`src/srcc_pkg.sv`:
```
// Constants for the standby, reset and clock control block.
// Assumes a single 200 MHz system clock and a synchronous active-high reset.
`default_nettype none
package srcc_pkg;
  // ****************************************
  // Standby modes
  // ****************************************
  typedef enum logic [2:0] {
    SRCC_RUN  = 3'b001,
    SRCC_HALT = 3'b010,
    SRCC_STOP = 3'b100
  } srcc_mode_t;

  // ****************************************
  // Widths and counts
  // ****************************************
  localparam int unsigned SRCC_CS_W      = 7;
  localparam int unsigned SRCC_CAS_W     = 4;
  localparam int unsigned SRCC_DACK_W    = 4;
  localparam int unsigned SRCC_ADDR_W    = 23;
  localparam int unsigned SRCC_DATA_W    = 32;
  localparam int unsigned SRCC_PORT_W    = 3;
  localparam int unsigned SRCC_TRACE_W   = 4;
  localparam int unsigned SRCC_FILT_LEN  = 4;   // Equal samples needed by the noise filter
  localparam int unsigned SRCC_CPU_MULT  = 3;   // CPU clock ticks per bus clock
  localparam int unsigned SRCC_BUS_DIV   = 3;   // System clocks per bus clock phase group
  localparam int unsigned SRCC_CLK_PS    = 5000;
  localparam int unsigned SRCC_WAKE_NS   = 100; // Gated clock restart time
  localparam int unsigned SRCC_WAKE_CYC  = (SRCC_WAKE_NS * 1000 + SRCC_CLK_PS - 1) / SRCC_CLK_PS;
  localparam logic [1:0]  SRCC_BUS_CNT_RST = 2'h0;
endpackage : srcc_pkg
`default_nettype wire

```
`src/srcc_filter.sv`:
```
// Noise-rejection filter for one asynchronous input pin.
// Assumes the pin is asynchronous to sys_clk; it passes two flip-flops first.
`default_nettype none
module srcc_filter #(
  parameter int unsigned LEN   = srcc_pkg::SRCC_FILT_LEN,
  parameter logic        RST_V = 1'b0
) (
  input  wire logic sys_clk,
  input  wire logic rst,
  input  wire logic pin_in,
  output logic      filt_out
);
  import srcc_pkg::*;

  initial begin
    if (LEN < 2 || LEN > 15) $error("srcc_filter: LEN out of range");
  end

  logic       sync0_reg;
  logic       sync1_reg;
  logic [3:0] cnt_reg;
  logic [3:0] cnt_next;
  logic       out_reg;
  wire        differs = (sync1_reg != out_reg);
  wire        settled = (cnt_reg == 4'(LEN - 1));

  // Two-stage synchroniser
  always_ff @(posedge sys_clk) begin
    if (rst) begin
      sync0_reg <= RST_V;
      sync1_reg <= RST_V;
    end else begin
      sync0_reg <= pin_in;
      sync1_reg <= sync0_reg;
    end
  end

  // Count consecutive samples that differ from the output
  assign cnt_next = !differs ? 4'h0 : (settled ? 4'h0 : cnt_reg + 4'h1);

  always_ff @(posedge sys_clk) begin
    if (rst) begin
      cnt_reg <= 4'h0;
      out_reg <= RST_V;
    end else begin
      cnt_reg <= cnt_next;
      if (differs && settled) out_reg <= sync1_reg;
    end
  end

  assign filt_out = out_reg;
endmodule : srcc_filter
`default_nettype wire

```
`src/srcc_top.sv`:
```
// Standby, reset and clock control: bus and CPU clock enables, HALT and
// STOP control, pin levels during standby and reset, filtered reset and NMI.
// Assumes one 200 MHz sys_clk; pins are asynchronous and pass a filter.
`default_nettype none

// Overview of operation
// - In HALT the oscillator and PLL stay on while the CPU clock stops.
// - In HALT the peripherals keep their clock and keep running.
// - In STOP the PLL, bus clock, CPU and peripherals all stop, the oscillator runs.
// - A bus clock is produced and a CPU clock at three times its rate.
// - In HALT address is undefined, strobes and selects are high, all float under hold grant.
// - In STOP column strobes and refresh run self refresh, or hold their levels if disabled.
// - In HALT the row strobe holds its level until a refresh, then goes high.
// - A DMA transfer during HALT makes every pin behave as in normal operation.
// - Reset and NMI inputs pass a sampling noise filter.
// - The debug unit can force reset, mask reset and mask NMI.
// - During reset strobes, selects, grants and serial out are high, the clock pin toggles.
// - After reset data, port and timer pins float, address is undefined.
module srcc_top #(
  parameter int unsigned WAKE_CYC = srcc_pkg::SRCC_WAKE_CYC
) (
  input  wire logic                                sys_clk,
  input  wire logic                                rst,
  input  wire logic                                reset_pin_n,
  input  wire logic                                nmi_pin,
  input  wire logic                                dbg_force_reset,
  input  wire logic                                dbg_mask_reset,
  input  wire logic                                dbg_mask_nmi,
  input  wire logic                                halt_req,
  input  wire logic                                stop_req,
  input  wire logic                                irq_pending,
  input  wire logic                                self_refresh_en,
  input  wire logic                                dma_active,
  input  wire logic                                cbr_done,
  input  wire logic                                hold_grant_n,
  input  wire logic [srcc_pkg::SRCC_CS_W-1:0]      cs_core,
  input  wire logic                                bcs_core,
  input  wire logic [3:0]                          strobe_core,
  input  wire logic [srcc_pkg::SRCC_CAS_W-1:0]     cas_core,
  input  wire logic                                ras_core,
  input  wire logic                                refresh_core,
  input  wire logic [srcc_pkg::SRCC_CAS_W-1:0]     cas_selfref,
  input  wire logic                                refresh_selfref,
  input  wire logic                                hold_grant_core_n,
  input  wire logic [srcc_pkg::SRCC_DACK_W-1:0]    dack_core,
  input  wire logic                                txd_core,
  input  wire logic                                tc_core,
  input  wire logic                                data_oe_core,
  input  wire logic                                addr_oe_core,
  input  wire logic [srcc_pkg::SRCC_PORT_W-1:0]    port_oe_core,
  input  wire logic [1:0]                          timer_oe_core,
  output logic                                     bus_clk_en,
  output logic                                     cpu_clk_en,
  output logic                                     periph_clk_en,
  output logic                                     pll_run,
  output logic                                     osc_run,
  output logic                                     clock_output_pin,
  output logic                                     sys_reset,
  output logic                                     nmi_req,
  output logic                                     cpu_resume,
  output srcc_pkg::srcc_mode_t                     mode,
  output logic [srcc_pkg::SRCC_CS_W-1:0]           chip_select_lines,
  output logic                                     bus_cycle_start_strobe,
  output logic [3:0]                               strobe_pins,
  output logic                                     column_strobe_byte0,
  output logic                                     column_strobe_byte1,
  output logic                                     column_strobe_byte2,
  output logic                                     column_strobe_byte3,
  output logic                                     row_strobe,
  output logic                                     refresh_request_out,
  output logic                                     hold_grant_out_n,
  output logic [srcc_pkg::SRCC_DACK_W-1:0]         transfer_grant_lines,
  output logic                                     serial_tx,
  output logic                                     terminal_count_out,
  output logic                                     ctrl_oe,
  output logic                                     data_bus_oe,
  output logic                                     address_oe,
  output logic [srcc_pkg::SRCC_PORT_W-1:0]         general_pins_oe,
  output logic                                     timer_output_a_oe,
  output logic                                     timer_output_b_oe
);
  import srcc_pkg::*;

  initial begin
    if (WAKE_CYC < 1 || WAKE_CYC > 65535) $error("srcc_top: WAKE_CYC out of range");
  end

  // ****************************************
  // Reset and NMI filtering
  // ****************************************
  logic reset_filt_n;
  logic nmi_filt;

  srcc_filter #(.LEN(SRCC_FILT_LEN), .RST_V(1'b0)) u_reset_filt (
    .sys_clk  (sys_clk),
    .rst      (rst),
    .pin_in   (reset_pin_n),
    .filt_out (reset_filt_n)
  );

  srcc_filter #(.LEN(SRCC_FILT_LEN), .RST_V(1'b0)) u_nmi_filt (
    .sys_clk  (sys_clk),
    .rst      (rst),
    .pin_in   (nmi_pin),
    .filt_out (nmi_filt)
  );

  // Debug overrides on the filtered inputs
  wire  reset_take = dbg_force_reset | (~reset_filt_n & ~dbg_mask_reset);
  wire  nmi_take   = nmi_filt & ~dbg_mask_nmi;
  logic nmi_d_reg;
  logic sys_reset_reg;

  always_ff @(posedge sys_clk) begin
    if (rst) begin
      sys_reset_reg <= 1'b1;
      nmi_d_reg     <= 1'b0;
    end else begin
      sys_reset_reg <= reset_take;
      nmi_d_reg     <= nmi_take;
    end
  end

  wire nmi_edge = nmi_take & ~nmi_d_reg;
  assign sys_reset = sys_reset_reg;
  assign nmi_req   = nmi_edge;

  // ****************************************
  // Standby state machine
  // ****************************************
  srcc_mode_t mode_reg;
  srcc_mode_t mode_next;
  logic [15:0] wake_reg;
  logic [15:0] wake_next;
  wire  wake_evt  = reset_take | nmi_edge | irq_pending;
  wire  in_halt   = (mode_reg == SRCC_HALT);
  wire  in_stop   = (mode_reg == SRCC_STOP);
  wire  waking    = (wake_reg != 16'h0);

  always_comb begin
    mode_next = mode_reg;
    case (mode_reg)
      SRCC_RUN: begin
        if (!waking && stop_req) mode_next = SRCC_STOP;
        else if (!waking && halt_req) mode_next = SRCC_HALT;
      end
      SRCC_HALT: if (wake_evt) mode_next = SRCC_RUN;
      SRCC_STOP: if (wake_evt) mode_next = SRCC_RUN;
      default:   mode_next = SRCC_RUN;
    endcase
  end

  // Clock restart delay before the CPU runs again
  assign wake_next = (mode_reg != SRCC_RUN && mode_next == SRCC_RUN) ? 16'(WAKE_CYC) :
                     (waking ? wake_reg - 16'h1 : 16'h0);

  always_ff @(posedge sys_clk) begin
    if (rst) begin
      mode_reg <= SRCC_RUN;
      wake_reg <= 16'h0;
    end else begin
      mode_reg <= mode_next;
      wake_reg <= wake_next;
    end
  end

  assign mode       = mode_reg;
  assign cpu_resume = (wake_reg == 16'h1);

  // ****************************************
  // Clock enables
  // ****************************************
  logic [1:0] bus_cnt_reg;
  wire  bus_tick = (bus_cnt_reg == 2'(SRCC_BUS_DIV - 1));

  // Bus phase divider frozen in STOP
  always_ff @(posedge sys_clk) begin
    if (rst) bus_cnt_reg <= SRCC_BUS_CNT_RST;
    else if (!in_stop) bus_cnt_reg <= bus_tick ? 2'h0 : bus_cnt_reg + 2'h1;
  end

  // CPU runs on every system clock, three per bus tick; gated in standby
  assign osc_run       = 1'b1;
  assign pll_run       = ~in_stop;
  assign bus_clk_en    = bus_tick & ~in_stop;
  assign periph_clk_en = ~in_stop;
  assign cpu_clk_en    = ~in_halt & ~in_stop & ~waking & ~sys_reset_reg;

  // Clock output pin: toggles while bus runs, low in STOP
  logic clk_pin_reg;
  always_ff @(posedge sys_clk) begin
    if (rst) clk_pin_reg <= 1'b0;
    else if (in_stop) clk_pin_reg <= 1'b0;
    else if (bus_tick) clk_pin_reg <= ~clk_pin_reg;
  end
  assign clock_output_pin = clk_pin_reg;

  // ****************************************
  // Pin level control
  // ****************************************
  logic [SRCC_CAS_W-1:0] cas_hold_reg;
  logic                  ref_hold_reg;
  logic                  ras_reg;
  wire  normal_pins = (mode_reg == SRCC_RUN) | dma_active;
  wire  halt_pins   = in_halt & ~dma_active;
  wire  grant_float = ~hold_grant_n;

  // Capture DRAM levels on STOP entry, row strobe on HALT entry
  always_ff @(posedge sys_clk) begin
    if (rst) begin
      cas_hold_reg <= {SRCC_CAS_W{1'b1}};
      ref_hold_reg <= 1'b1;
      ras_reg      <= 1'b1;
    end else begin
      if (!in_stop) begin
        cas_hold_reg <= cas_core;
        ref_hold_reg <= refresh_core;
      end
      if (!in_halt) ras_reg <= ras_core;
      else if (cbr_done) ras_reg <= 1'b1;
    end
  end

  wire [SRCC_CAS_W-1:0] cas_stop = self_refresh_en ? cas_selfref : cas_hold_reg;
  wire                  ref_stop = self_refresh_en ? refresh_selfref : ref_hold_reg;
  wire [SRCC_CAS_W-1:0] cas_sel  = sys_reset_reg ? {SRCC_CAS_W{1'b1}} :
                                   in_stop ? cas_stop :
                                   halt_pins ? {SRCC_CAS_W{1'b1}} : cas_core;
  wire                  ctl_high = sys_reset_reg | halt_pins | in_stop;

  assign chip_select_lines      = ctl_high ? {SRCC_CS_W{1'b1}} : cs_core;
  assign bus_cycle_start_strobe = ctl_high | bcs_core;
  assign strobe_pins            = ctl_high ? 4'hf : strobe_core;
  assign column_strobe_byte0    = cas_sel[0];
  assign column_strobe_byte1    = cas_sel[1];
  assign column_strobe_byte2    = cas_sel[2];
  assign column_strobe_byte3    = cas_sel[3];
  assign refresh_request_out    = sys_reset_reg ? 1'b1 : (in_stop ? ref_stop : refresh_core);
  assign row_strobe             = sys_reset_reg ? 1'b1 : (normal_pins ? ras_core : ras_reg);
  assign hold_grant_out_n       = sys_reset_reg | hold_grant_core_n;
  assign transfer_grant_lines   = sys_reset_reg ? {SRCC_DACK_W{1'b1}} : dack_core;
  assign serial_tx              = sys_reset_reg | txd_core;
  assign terminal_count_out     = sys_reset_reg | tc_core;
  // Control pins float under hold grant in HALT
  assign ctrl_oe                = ~(halt_pins & grant_float);
  assign data_bus_oe            = normal_pins & ~sys_reset_reg & data_oe_core;
  assign address_oe             = normal_pins & ~sys_reset_reg & addr_oe_core;
  assign general_pins_oe        = sys_reset_reg ? '0 : port_oe_core;
  assign timer_output_a_oe      = ~sys_reset_reg & timer_oe_core[0];
  assign timer_output_b_oe      = ~sys_reset_reg & timer_oe_core[1];
endmodule : srcc_top
`default_nettype wire

```
`config.mk`:
```
export PLATFORM = sky130hd
export DESIGN_NAME = srcc_top
export DESIGN_NICKNAME = d
export VERILOG_FILES = /design/src/srcc_pkg.sv /design/src/srcc_filter.sv /design/src/srcc_top.sv
export SDC_FILE = /design/constraint.sdc
export NUM_CORES = 1
export LEC_CHECK = 0
export BUFFER_PORTS_ARGS = -buffer_cell sky130_fd_sc_hd__buf_2
export CAP_MARGIN = 20
export CORE_MARGIN = 5
export CORE_UTILIZATION = 47
export DETAILED_ROUTE_END_ITERATION = 8
export PLACE_DENSITY = 0.79
export SLEW_MARGIN = 10
export SYNTH_ARGS = -nofsm -noshare
export SYNTH_HDL_FRONTEND = slang
export SYNTH_SLANG_ARGS = --single-unit
```
`constraint.sdc`:
```
create_clock -name sys_clk -period 1.9 [get_ports sys_clk]
set_input_delay 0.285 -clock sys_clk [delete_from_list [all_inputs] [get_ports sys_clk]]
set_output_delay 0.285 -clock sys_clk [all_outputs]
set_load 0.05 [all_outputs]
```
# Yosys cells after proc, flatten, opt, wreduce, memory -nomap -nowiden
# Cells that the tools add are included.
dict set report word_totals {
  regBits 44
  inputBits 51
  output_inout_bits 45
  wordCells 106
}
dict set report classes {
  addsub 4
  n_eq_ne 12
  muxes 22
  bitwise 38
  reduce_logical 12
}
# operator count
set op_table {}
lappend op_table {{2-to-1 mux 4 bit} 6}
lappend op_table {{equality test 16 x 1 -> 1 bit (second input constant)} 1}
lappend op_table {{nonzero test 16 bit} 1}
lappend op_table {{subtractor 16 x 1 -> 16 bit (second input constant)} 1}
lappend op_table {{bitwise AND 1 bit} 14}
lappend op_table {{inverter 1 bit} 14}
lappend op_table {{2-to-1 mux 3 bit} 4}
lappend op_table {{2-to-1 mux 5 bit} 2}
lappend op_table {{bitwise OR 1 bit} 10}
lappend op_table {{OR reduction 3 bit} 3}
lappend op_table {{adder 4 x 1 -> 4 bit (second input constant)} 2}
lappend op_table {{equality test 4 x 2 -> 1 bit (second input constant)} 2}
lappend op_table {{2-to-1 mux 1 bit} 7}
lappend op_table {{2-to-1 mux 7 bit} 1}
lappend op_table {{equality test 3 x 1 -> 1 bit (second input constant)} 2}
lappend op_table {{case mux 3 bit (2 select lines)} 1}
lappend op_table {{logical AND 1 bit} 5}
lappend op_table {{OR reduction 2 bit} 2}
lappend op_table {{equality test 3 x 2 -> 1 bit (second input constant)} 1}
lappend op_table {{equality test 3 bit (second input constant)} 1}
lappend op_table {{!= test 3 x 1 -> 1 bit (second input constant)} 1}
lappend op_table {{adder 2 x 1 -> 2 bit (second input constant)} 1}
lappend op_table {{equality test 2 bit (second input constant)} 1}
lappend op_table {{2-to-1 mux 2 bit} 1}
lappend op_table {{3 further kinds} 4}

# Longest topological paths before layout
# Gate-level depths: netlist of run 1.
dict set report depth {
  word_depth 10
  depth_mapped 7
  ltp_nobuf 6
}

# Modules after synthesis
# Synthesis of run 1 repeated with hierarchy kept, for this count alone.
dict set report hier_totals {
  cells_unflattened 251
  hier_area_um2 2253.4
}
# module instances cells_per_inst area_per_inst_um2 seq_area_each_um2
set by_module_without_submodules {}
lappend by_module_without_submodules {srcc_top 1 205 1757.9 600.6}
lappend by_module_without_submodules {srcc_filter 2 23 247.7 140.1}

# Least setup slack after synthesis of run 1
# No wires, ideal clock.
dict set report synth_timing {
  path_type {register to output}
  from {reg mode_reg[0] (netlist: mode[0])}
  to {out cpu_clk_en}
  t_arrival_ps 2562
  setup_slack_ps -947
  stages_incl_launch_ff 4
  path_buffers 1
  cell_sequence {dfxtp_1 > nor3b_2 > clkbuf_1 > nor4_1}
}
dict set report synth_via {
  elab_chain_cells 5
  word_cells_on_any_way 7
  classes_between {2 x eq/ne; 5 x bitwise}
}
# item line_no
set synth_rtl {}
lappend synth_rtl {{start, declared} srcc_top.sv:131} ;# srcc_mode_t mode_reg;
lappend synth_rtl {{start signal, assigned} srcc_top.sv:162} ;# mode_reg <= mode_next;
lappend synth_rtl {{equality test 3 x 2 -> 1 bit / equality test 3 bit (equally long branches)} {srcc_top.sv:136, srcc_top.sv:137}}
lappend synth_rtl {{inverter 1 bit} srcc_top.sv:187} ;# assign cpu_clk_en = ~in_halt & ~in_stop & ~waking & ~sys_reset_reg;
lappend synth_rtl {{bitwise AND 1 bit * (3 in a row)} srcc_top.sv:187}
lappend synth_rtl {{end, declared} srcc_top.sv:53} ;# output logic cpu_clk_en,
# Mark *: on every way between the ends. The rest lies on a longest branch, timed or not.

# Final worst setup path of run 1
dict set report layout_timing {
  from {reg mode_reg[2] (netlist: mode[2])}
  to {out column_strobe_byte1}
}
dict set report layout_via {
  elab_chain_cells 5
  word_cells_on_any_way 6
  classes_between {2 x eq/ne; 3 x mux; 1 x bitwise}
}
# item line_no
set layout_rtl {}
lappend layout_rtl {{equality test 3 x 2 -> 1 bit} srcc_top.sv:136} ;# wire in_halt = (mode_reg == SRCC_HALT);
lappend layout_rtl {{bitwise AND 1 bit} srcc_top.sv:205} ;# wire halt_pins = in_halt & ~dma_active;
lappend layout_rtl {{2-to-1 mux 4 bit} srcc_top.sv:228} ;# halt_pins ? {SRCC_CAS_W{1'b1}} : cas_core;
lappend layout_rtl {{2-to-1 mux 4 bit *} srcc_top.sv:227} ;# in_stop ? cas_stop :
lappend layout_rtl {{2-to-1 mux 4 bit *} srcc_top.sv:226} ;# wire [SRCC_CAS_W-1:0] cas_sel = sys_reset_reg ? {SRCC_CAS_W{1'b1}} :
lappend layout_rtl {{end, declared} srcc_top.sv:66} ;# output logic column_strobe_byte1,
# Marks and branches as above.

==> flow_summary.yaml, run 1 <==
clocking:
  cts_tree: "done"
  cts_sinks: 44
  h-tree-depth: 2
  clockRootBuffer: "clkbuf_8"
  worstSkewPairLatency_ns: 0.30
  clockBufferDepth: 2
  numCtsBuffers: 5
  clk_pin_slew_ns: 0.09
synthesis:
  yosys.area.top_type_share_pct: 39.8
  yosysUniqueCellTypes: 48
  synth_enable_flop_cells: 0
  yosysTopAreaCell: "dfxtp_1"
  ys_warn_count: 0
  synth_cells: 246
  synthTopCellsByArea: "dfxtp_1, xor2_1, nand2b_1"
  ys_seq_area_share_pct: 39.8
  ys_seq_elements: 44
  synth_ff_type: "dfxtp_1"
  netlist_area_sq_um: 2220
  syn_area_per_cell_sq_um: 9.01
  yosys-top-cells-count: "dfxtp_1, nor2_1, nand2_1"
  async_flop_share_pct: 0
  syn_nets: 302
  synth_most_common_cell: "dfxtp_1"
setup_path:
  cp_slowest_cell: "or3b_4"
  critPathLaunchType: "register"
  critical_path_class: "register to primary output"
  critPathMaxStageDelay_ns: 0.39
  r2r_start: "mode[0]"
  path_cells: "or3b_4, o21a_1, buf_6, o211ai_1, buf_4"
  cp-startpoint: "mode[2]"
  end_kind: "primary output"
  critPathMaxFanout: 4
  required_ns: 1.62
  crit_arrival_ns: 1.76
job:
  maxCapViolCount: 0
route:
  routed_wl_um: 6640
  wl_met3_um: 337
  drt-pass1-iter-count: 4
  highest_layer: "met4"
  via_per_inst: 5.30
  vias: 2166
  drtIter0Drc: 131
  drc: 0
  ant_nets: 0
  wire_per_inst_um: 16.2
  wl_met1_um: 2410
  wl_met2_um: 3620
cells_and_area:
  multi_input_area_sq_um: 1490
  final_util_pct: 72.2
  fin_cells: 409
  syn_to_final_growth_pct: 51.8
  largest_reg_flops: 16
  seqCellArea_sq_um: 896
  drive_gt1_share_pct: 50.4
  nFillCells: 311
  insertedDiodeCount: 0
  final_nets: 410
timing:
  fin_crit_sh_pct: 107
  fmax_mhz: 490
  finalSetupTns_ns: -2.14
  slew_headroom_pct: 64.0
  skew_ns: 0.00740
  rsz0062_at_grt: "true"
  hold_violations: 0
  finalCriticalPeriod_ns: 2.04
  worst_pin_slew_ns: 0.539
  whs_ns: 0.192
  final_max_slew_viol_count: 0
  worst_slack_ns: -0.142
  setup_viol: 19
place:
  place_congestion: 0.801
  post-place-cells: 397
  hpwl_um: 4270
  io_buffers: 94
global_routing:
  grt_max_degree: 18
  grt_pass1_wl_um: 10300
  antenna_found_initial: 0
  grtUsageTotal_pct: 21.2
  grt-ovfl-total: 0
  first_global_vias: 2167
floorplan:
  die_y_um: 78.7
  core_area_sq_um: 4660
  start_util_pct: 47.5
  die_area_sq_um: 6190
  die_x_um: 78.7
  rows: 25
  boundaryPins: 96
min_path:
  hold_path_class: "input port to register"
  hp-start: "reset_pin_n"
pwr:
  power.density_nw_per_um2: 1240
  p_leak_nw: 1.46
  vdd_ir_drop_max_mv: 1.03
run_status:
  status: "finished, violations left"
  violations: "negative setup slack"
## layer usage
metal	track usage, %	vias up
li1	-	1058
met1	22.1	1003
met2	39.1	78
met3	4.70	27
met4	11.0	0
met5	0	-
## timing repair
action                                  in CTS  in global routing
buffers inserted                             2                  1
endpoints found under the setup margin      20                 26
pin swaps                                    1                  1
cloned                                       1                  0
hold buffers                                 0                  0
resized for setup                           64                  9
## report_power, final
group	internal, mW	switching, mW
clock	0.397	0.329
combinational	0.958	1.10
sequential	1.12	0.256
## worst max-delay path: cells and delay by family, from the launching register on
family,cells,cell delay (ns)
DFF,1,0.35
buffers and inverters,2,0.38
AOI/OAI and AO/OA,2,0.34
and+or+nand+nor,1,0.39
## cells by family after synthesis
logic type      after synthesis  synth area share [%]
flops                        44                  39.8
xor+xnor                     18                  7.11
mux                           7                  3.16
other cells                   1                 0.169
simple gates                131                  36.4
fa+ha+maj                     5                  2.82
compound gates               23                  7.00
buf+inv                      17                  3.61
## cell type report
type,count,share of cell area (%)
multi-input combinational,186,44.2
sequential,44,26.6
timing repair buffer,110,22.9
clock buffer,5,2.05
tap,54,2.01
clock inverter,3,1.34
inverter,7,0.856
## path summary, 6_finish.rpt
kind                                                to  slack [ns]  depth (start not counted)
worst max register to register             wake_reg[7]        0.20                          7
worst min register to register    u_nmi_filt.sync1_reg        0.44                          1
worst min-delay path            u_reset_filt.sync0_reg        0.19                          2
worst max-delay path               column_strobe_byte1       -0.14                          5
## cell usage in the layout (no fill, tap or decap), types with 5 or more instances in the layout
master,synthesis,layout
nor2_2,9,10
nand2_1,20,20
nor3b_1,8,5
xnor2_1,8,8
buf_4,2,19
xor2_1,10,10
mux2i_1,7,7
buf_8,0,13
nor3b_4,1,5
a21oi_1,7,7
nor4_4,2,5
dfxtp_1,44,38
nor2_1,21,20
nand2b_4,0,12
or2_2,7,7
buf_2,1,72
clkbuf_8,0,5
nand3_1,10,10
o211ai_1,5,5
nor2b_1,10,10
## stage by stage
stage                     cell area, sq um  setup WS, ns  power (mW)
after floorplan                       2400        -0.116        2.67
after global placement                2960        0.0675        3.16
after CTS                             3310        -0.104        4.11
final                                 3360        -0.142        4.17
after global routing                  3360        -0.197        4.43
after detailed placement              2960        0.0322        3.21
(Power assumes the default switching activity.)
==> inputs of run 2 (changes only) <==
--- a/config.mk
+++ b/config.mk
@@ -7,10 +7,13 @@
 export LEC_CHECK = 0
 export BUFFER_PORTS_ARGS = -buffer_cell sky130_fd_sc_hd__buf_2
 export CAP_MARGIN = 20
+export CELL_PAD_IN_SITES_DETAIL_PLACEMENT = 0
+export CELL_PAD_IN_SITES_GLOBAL_PLACEMENT = 1
+export CORE_ASPECT_RATIO = 1.5
 export CORE_MARGIN = 5
-export CORE_UTILIZATION = 47
+export CORE_UTILIZATION = 34
 export DETAILED_ROUTE_END_ITERATION = 8
-export PLACE_DENSITY = 0.79
+export PLACE_DENSITY_LB_ADDON = 0.1
 export SLEW_MARGIN = 10
 export SYNTH_ARGS = -nofsm -noshare
 export SYNTH_HDL_FRONTEND = slang
==> flow_summary.yaml, run 2 (synthesis gave the netlist of run 1 again) <==
timing:
  slew_headroom_pct: 65.2
  worst_pin_slew_ns: 0.522
  fmax_mhz: 495
  finalCriticalPeriod_ns: 2.02
  final_max_slew_viol_count: 0
  finalSetupTns_ns: -1.74
  hold_violations: 0
  skew_ns: 0.00938
  rsz0062_at_grt: "true"
  fin_crit_sh_pct: 106
  whs_ns: 0.188
  worst_slack_ns: -0.119
  setup_viol: 20
setup_path:
  cp_slowest_cell: "or3b_4"
  critPathMaxStageDelay_ns: 0.39
  path_delay_family: "simple AND/OR/NAND/NOR gates"
  path_cells: "or3b_4, o21a_1, and2_4, buf_12, nand2b_4, buf_8"
  crit_arrival_ns: 1.73
  crit_buf_inv: 2
  cp-startpoint: "mode[0]"
  critical_path_class: "register to primary output"
  critPathLaunchType: "register"
  end_kind: "primary output"
  r2r_start: "mode[1]"
  critPathMaxFanout: 7
  required_ns: 1.62
place:
  hpwl_um: 4610
  place_congestion: 0.747
  placed_area_sq_um: 3040
  io_buffers: 94
clocking:
  numCtsBuffers: 5
  h-tree-depth: 2
  cts_tree: "done"
  cts_sinks: 44
  clockRootBuffer: "clkbuf_8"
  cts_hold_buf: 0
  clockBufferDepth: 2
  worstSkewPairLatency_ns: 0.30
  clk_pin_slew_ns: 0.09
route:
  vias: 2063
  via_per_inst: 4.69
  drtIter0Drc: 37
  drt-pass1-iter-count: 4
  drc: 0
  wire_per_inst_um: 13.7
  ant_nets: 0
  routed_wl_um: 6010
global_routing:
  grt-ovfl-total: 0
  grtUsageTotal_pct: 14.4
  first_global_vias: 2030
  grt_max_degree: 18
  grt_pass1_wl_um: 9860
  antenna_found_initial: 0
pwr:
  internal_power_mw: 2.57
  clock_power_share_pct: 17.1
  seqPwrFrac_pct: 31.9
  p_comb_share_pct: 51.0
  power.density_nw_per_um2: 1230
  p_leak_nw: 1.50
  vdd_ir_drop_max_mv: 0.972
  p_switching_mw: 1.69
  swShare_pct: 39.6
  power_mw: 4.25
min_path:
  hp-start: "dbg_mask_nmi"
  hold_path_class: "input port to register"
cells_and_area:
  final_nets: 419
  final_cell_mix: "buf_2, dfxtp_1, buf_4, nor2_1, nand2_1"
  drive_gt1_share_pct: 52.7
  syn_to_final_growth_pct: 56.6
  final_util_pct: 53.9
  insertedDiodeCount: 0
  mostFrequentLayoutCell: "buf_2"
  design_area_sq_um: 3470
  largest_reg_flops: 16
floorplan:
  core_area_sq_um: 6440
  boundaryPins: 96
  die_y_um: 109
  die_area_sq_um: 8270
  start_util_pct: 34.4
  rows: 36
  die_x_um: 75.9
job:
  maxCapViolCount: 0
run_status:
  violations: "negative setup slack"
  status: "finished, violations left"
## run 2: cell count changes in the layout (fill, tap and decap cells not counted), moves of 2 or more
cell	previous run	this run
nand2_1	20	18
inv_4	2	0
buf_4	19	29
dfxtp_2	3	8
nand2_2	0	2
dfxtp_1	38	34
## run 2: timing repair
item / CTS / global route
gates resized for setup: 59 / 18
endpoints found under the hold margin: 0 / 0
endpoints found under the setup margin: 22 / 29
pin swaps: 5 / 1
setup buffers: 4 / 3
## run 2: worst paths after layout
path,endpoint,slack (ns),cells past startpoint
hold reg to reg,u_nmi_filt.sync1_reg,0.44,1
setup reg to reg,wake_reg[3],0.08,8
setup / recovery,chip_select_lines[6],-0.12,6
hold / removal,nmi_d_reg,0.19,2
## run 2: layout make-up
type / instances / area [sq um]
multi-input cells: 185 / 1470
flip-flops and latches: 44 / 898
clock buffers: 5 / 68.8
inverters: 7 / 31.3
well taps: 76 / 95.1
fillers: 590 / 2970
clock inverters: 3 / 46.3
repair buffers: 120 / 861
## run 2: power by group through the flow
stage | logic [mW] | registers (mW) | clock network [mW]
finish | 2.17 | 1.36 | 0.727
CTS | 2.16 | 1.34 | 0.763
global placement | 1.99 | 1.32 | 0
detailed placement | 1.99 | 1.32 | 0
global route | 2.38 | 1.39 | 0.811
floorplan | 1.31 | 1.36 | 0
## run 2: per-stage QoR
| stage | instances | setup WS [ns] |
|---|---|---|
| 6_report | 440 | -0.119 |
| 5_1_grt | 440 | -0.195 |
| 4_1_cts | 437 | -0.128 |
| 3_5_place_dp | 425 | 0.00176 |
| 3_3_place_gp | 425 | 0.0362 |
| 2_1_floorplan | 246 | -0.116 |
## run 2: layer usage
| metal | vias to the layer above | wire length [um] | GRT usage, % |
|---|---|---|---|
| met2 | 50 | 3270 | 27.1 |
| met1 | 940 | 2360 | 15.9 |
| li1 | 1066 | - | - |
| met5 | - | 0 | 0 |
| met4 | 0 | 69 | 4.20 |
| met3 | 7 | 305 | 3.47 |
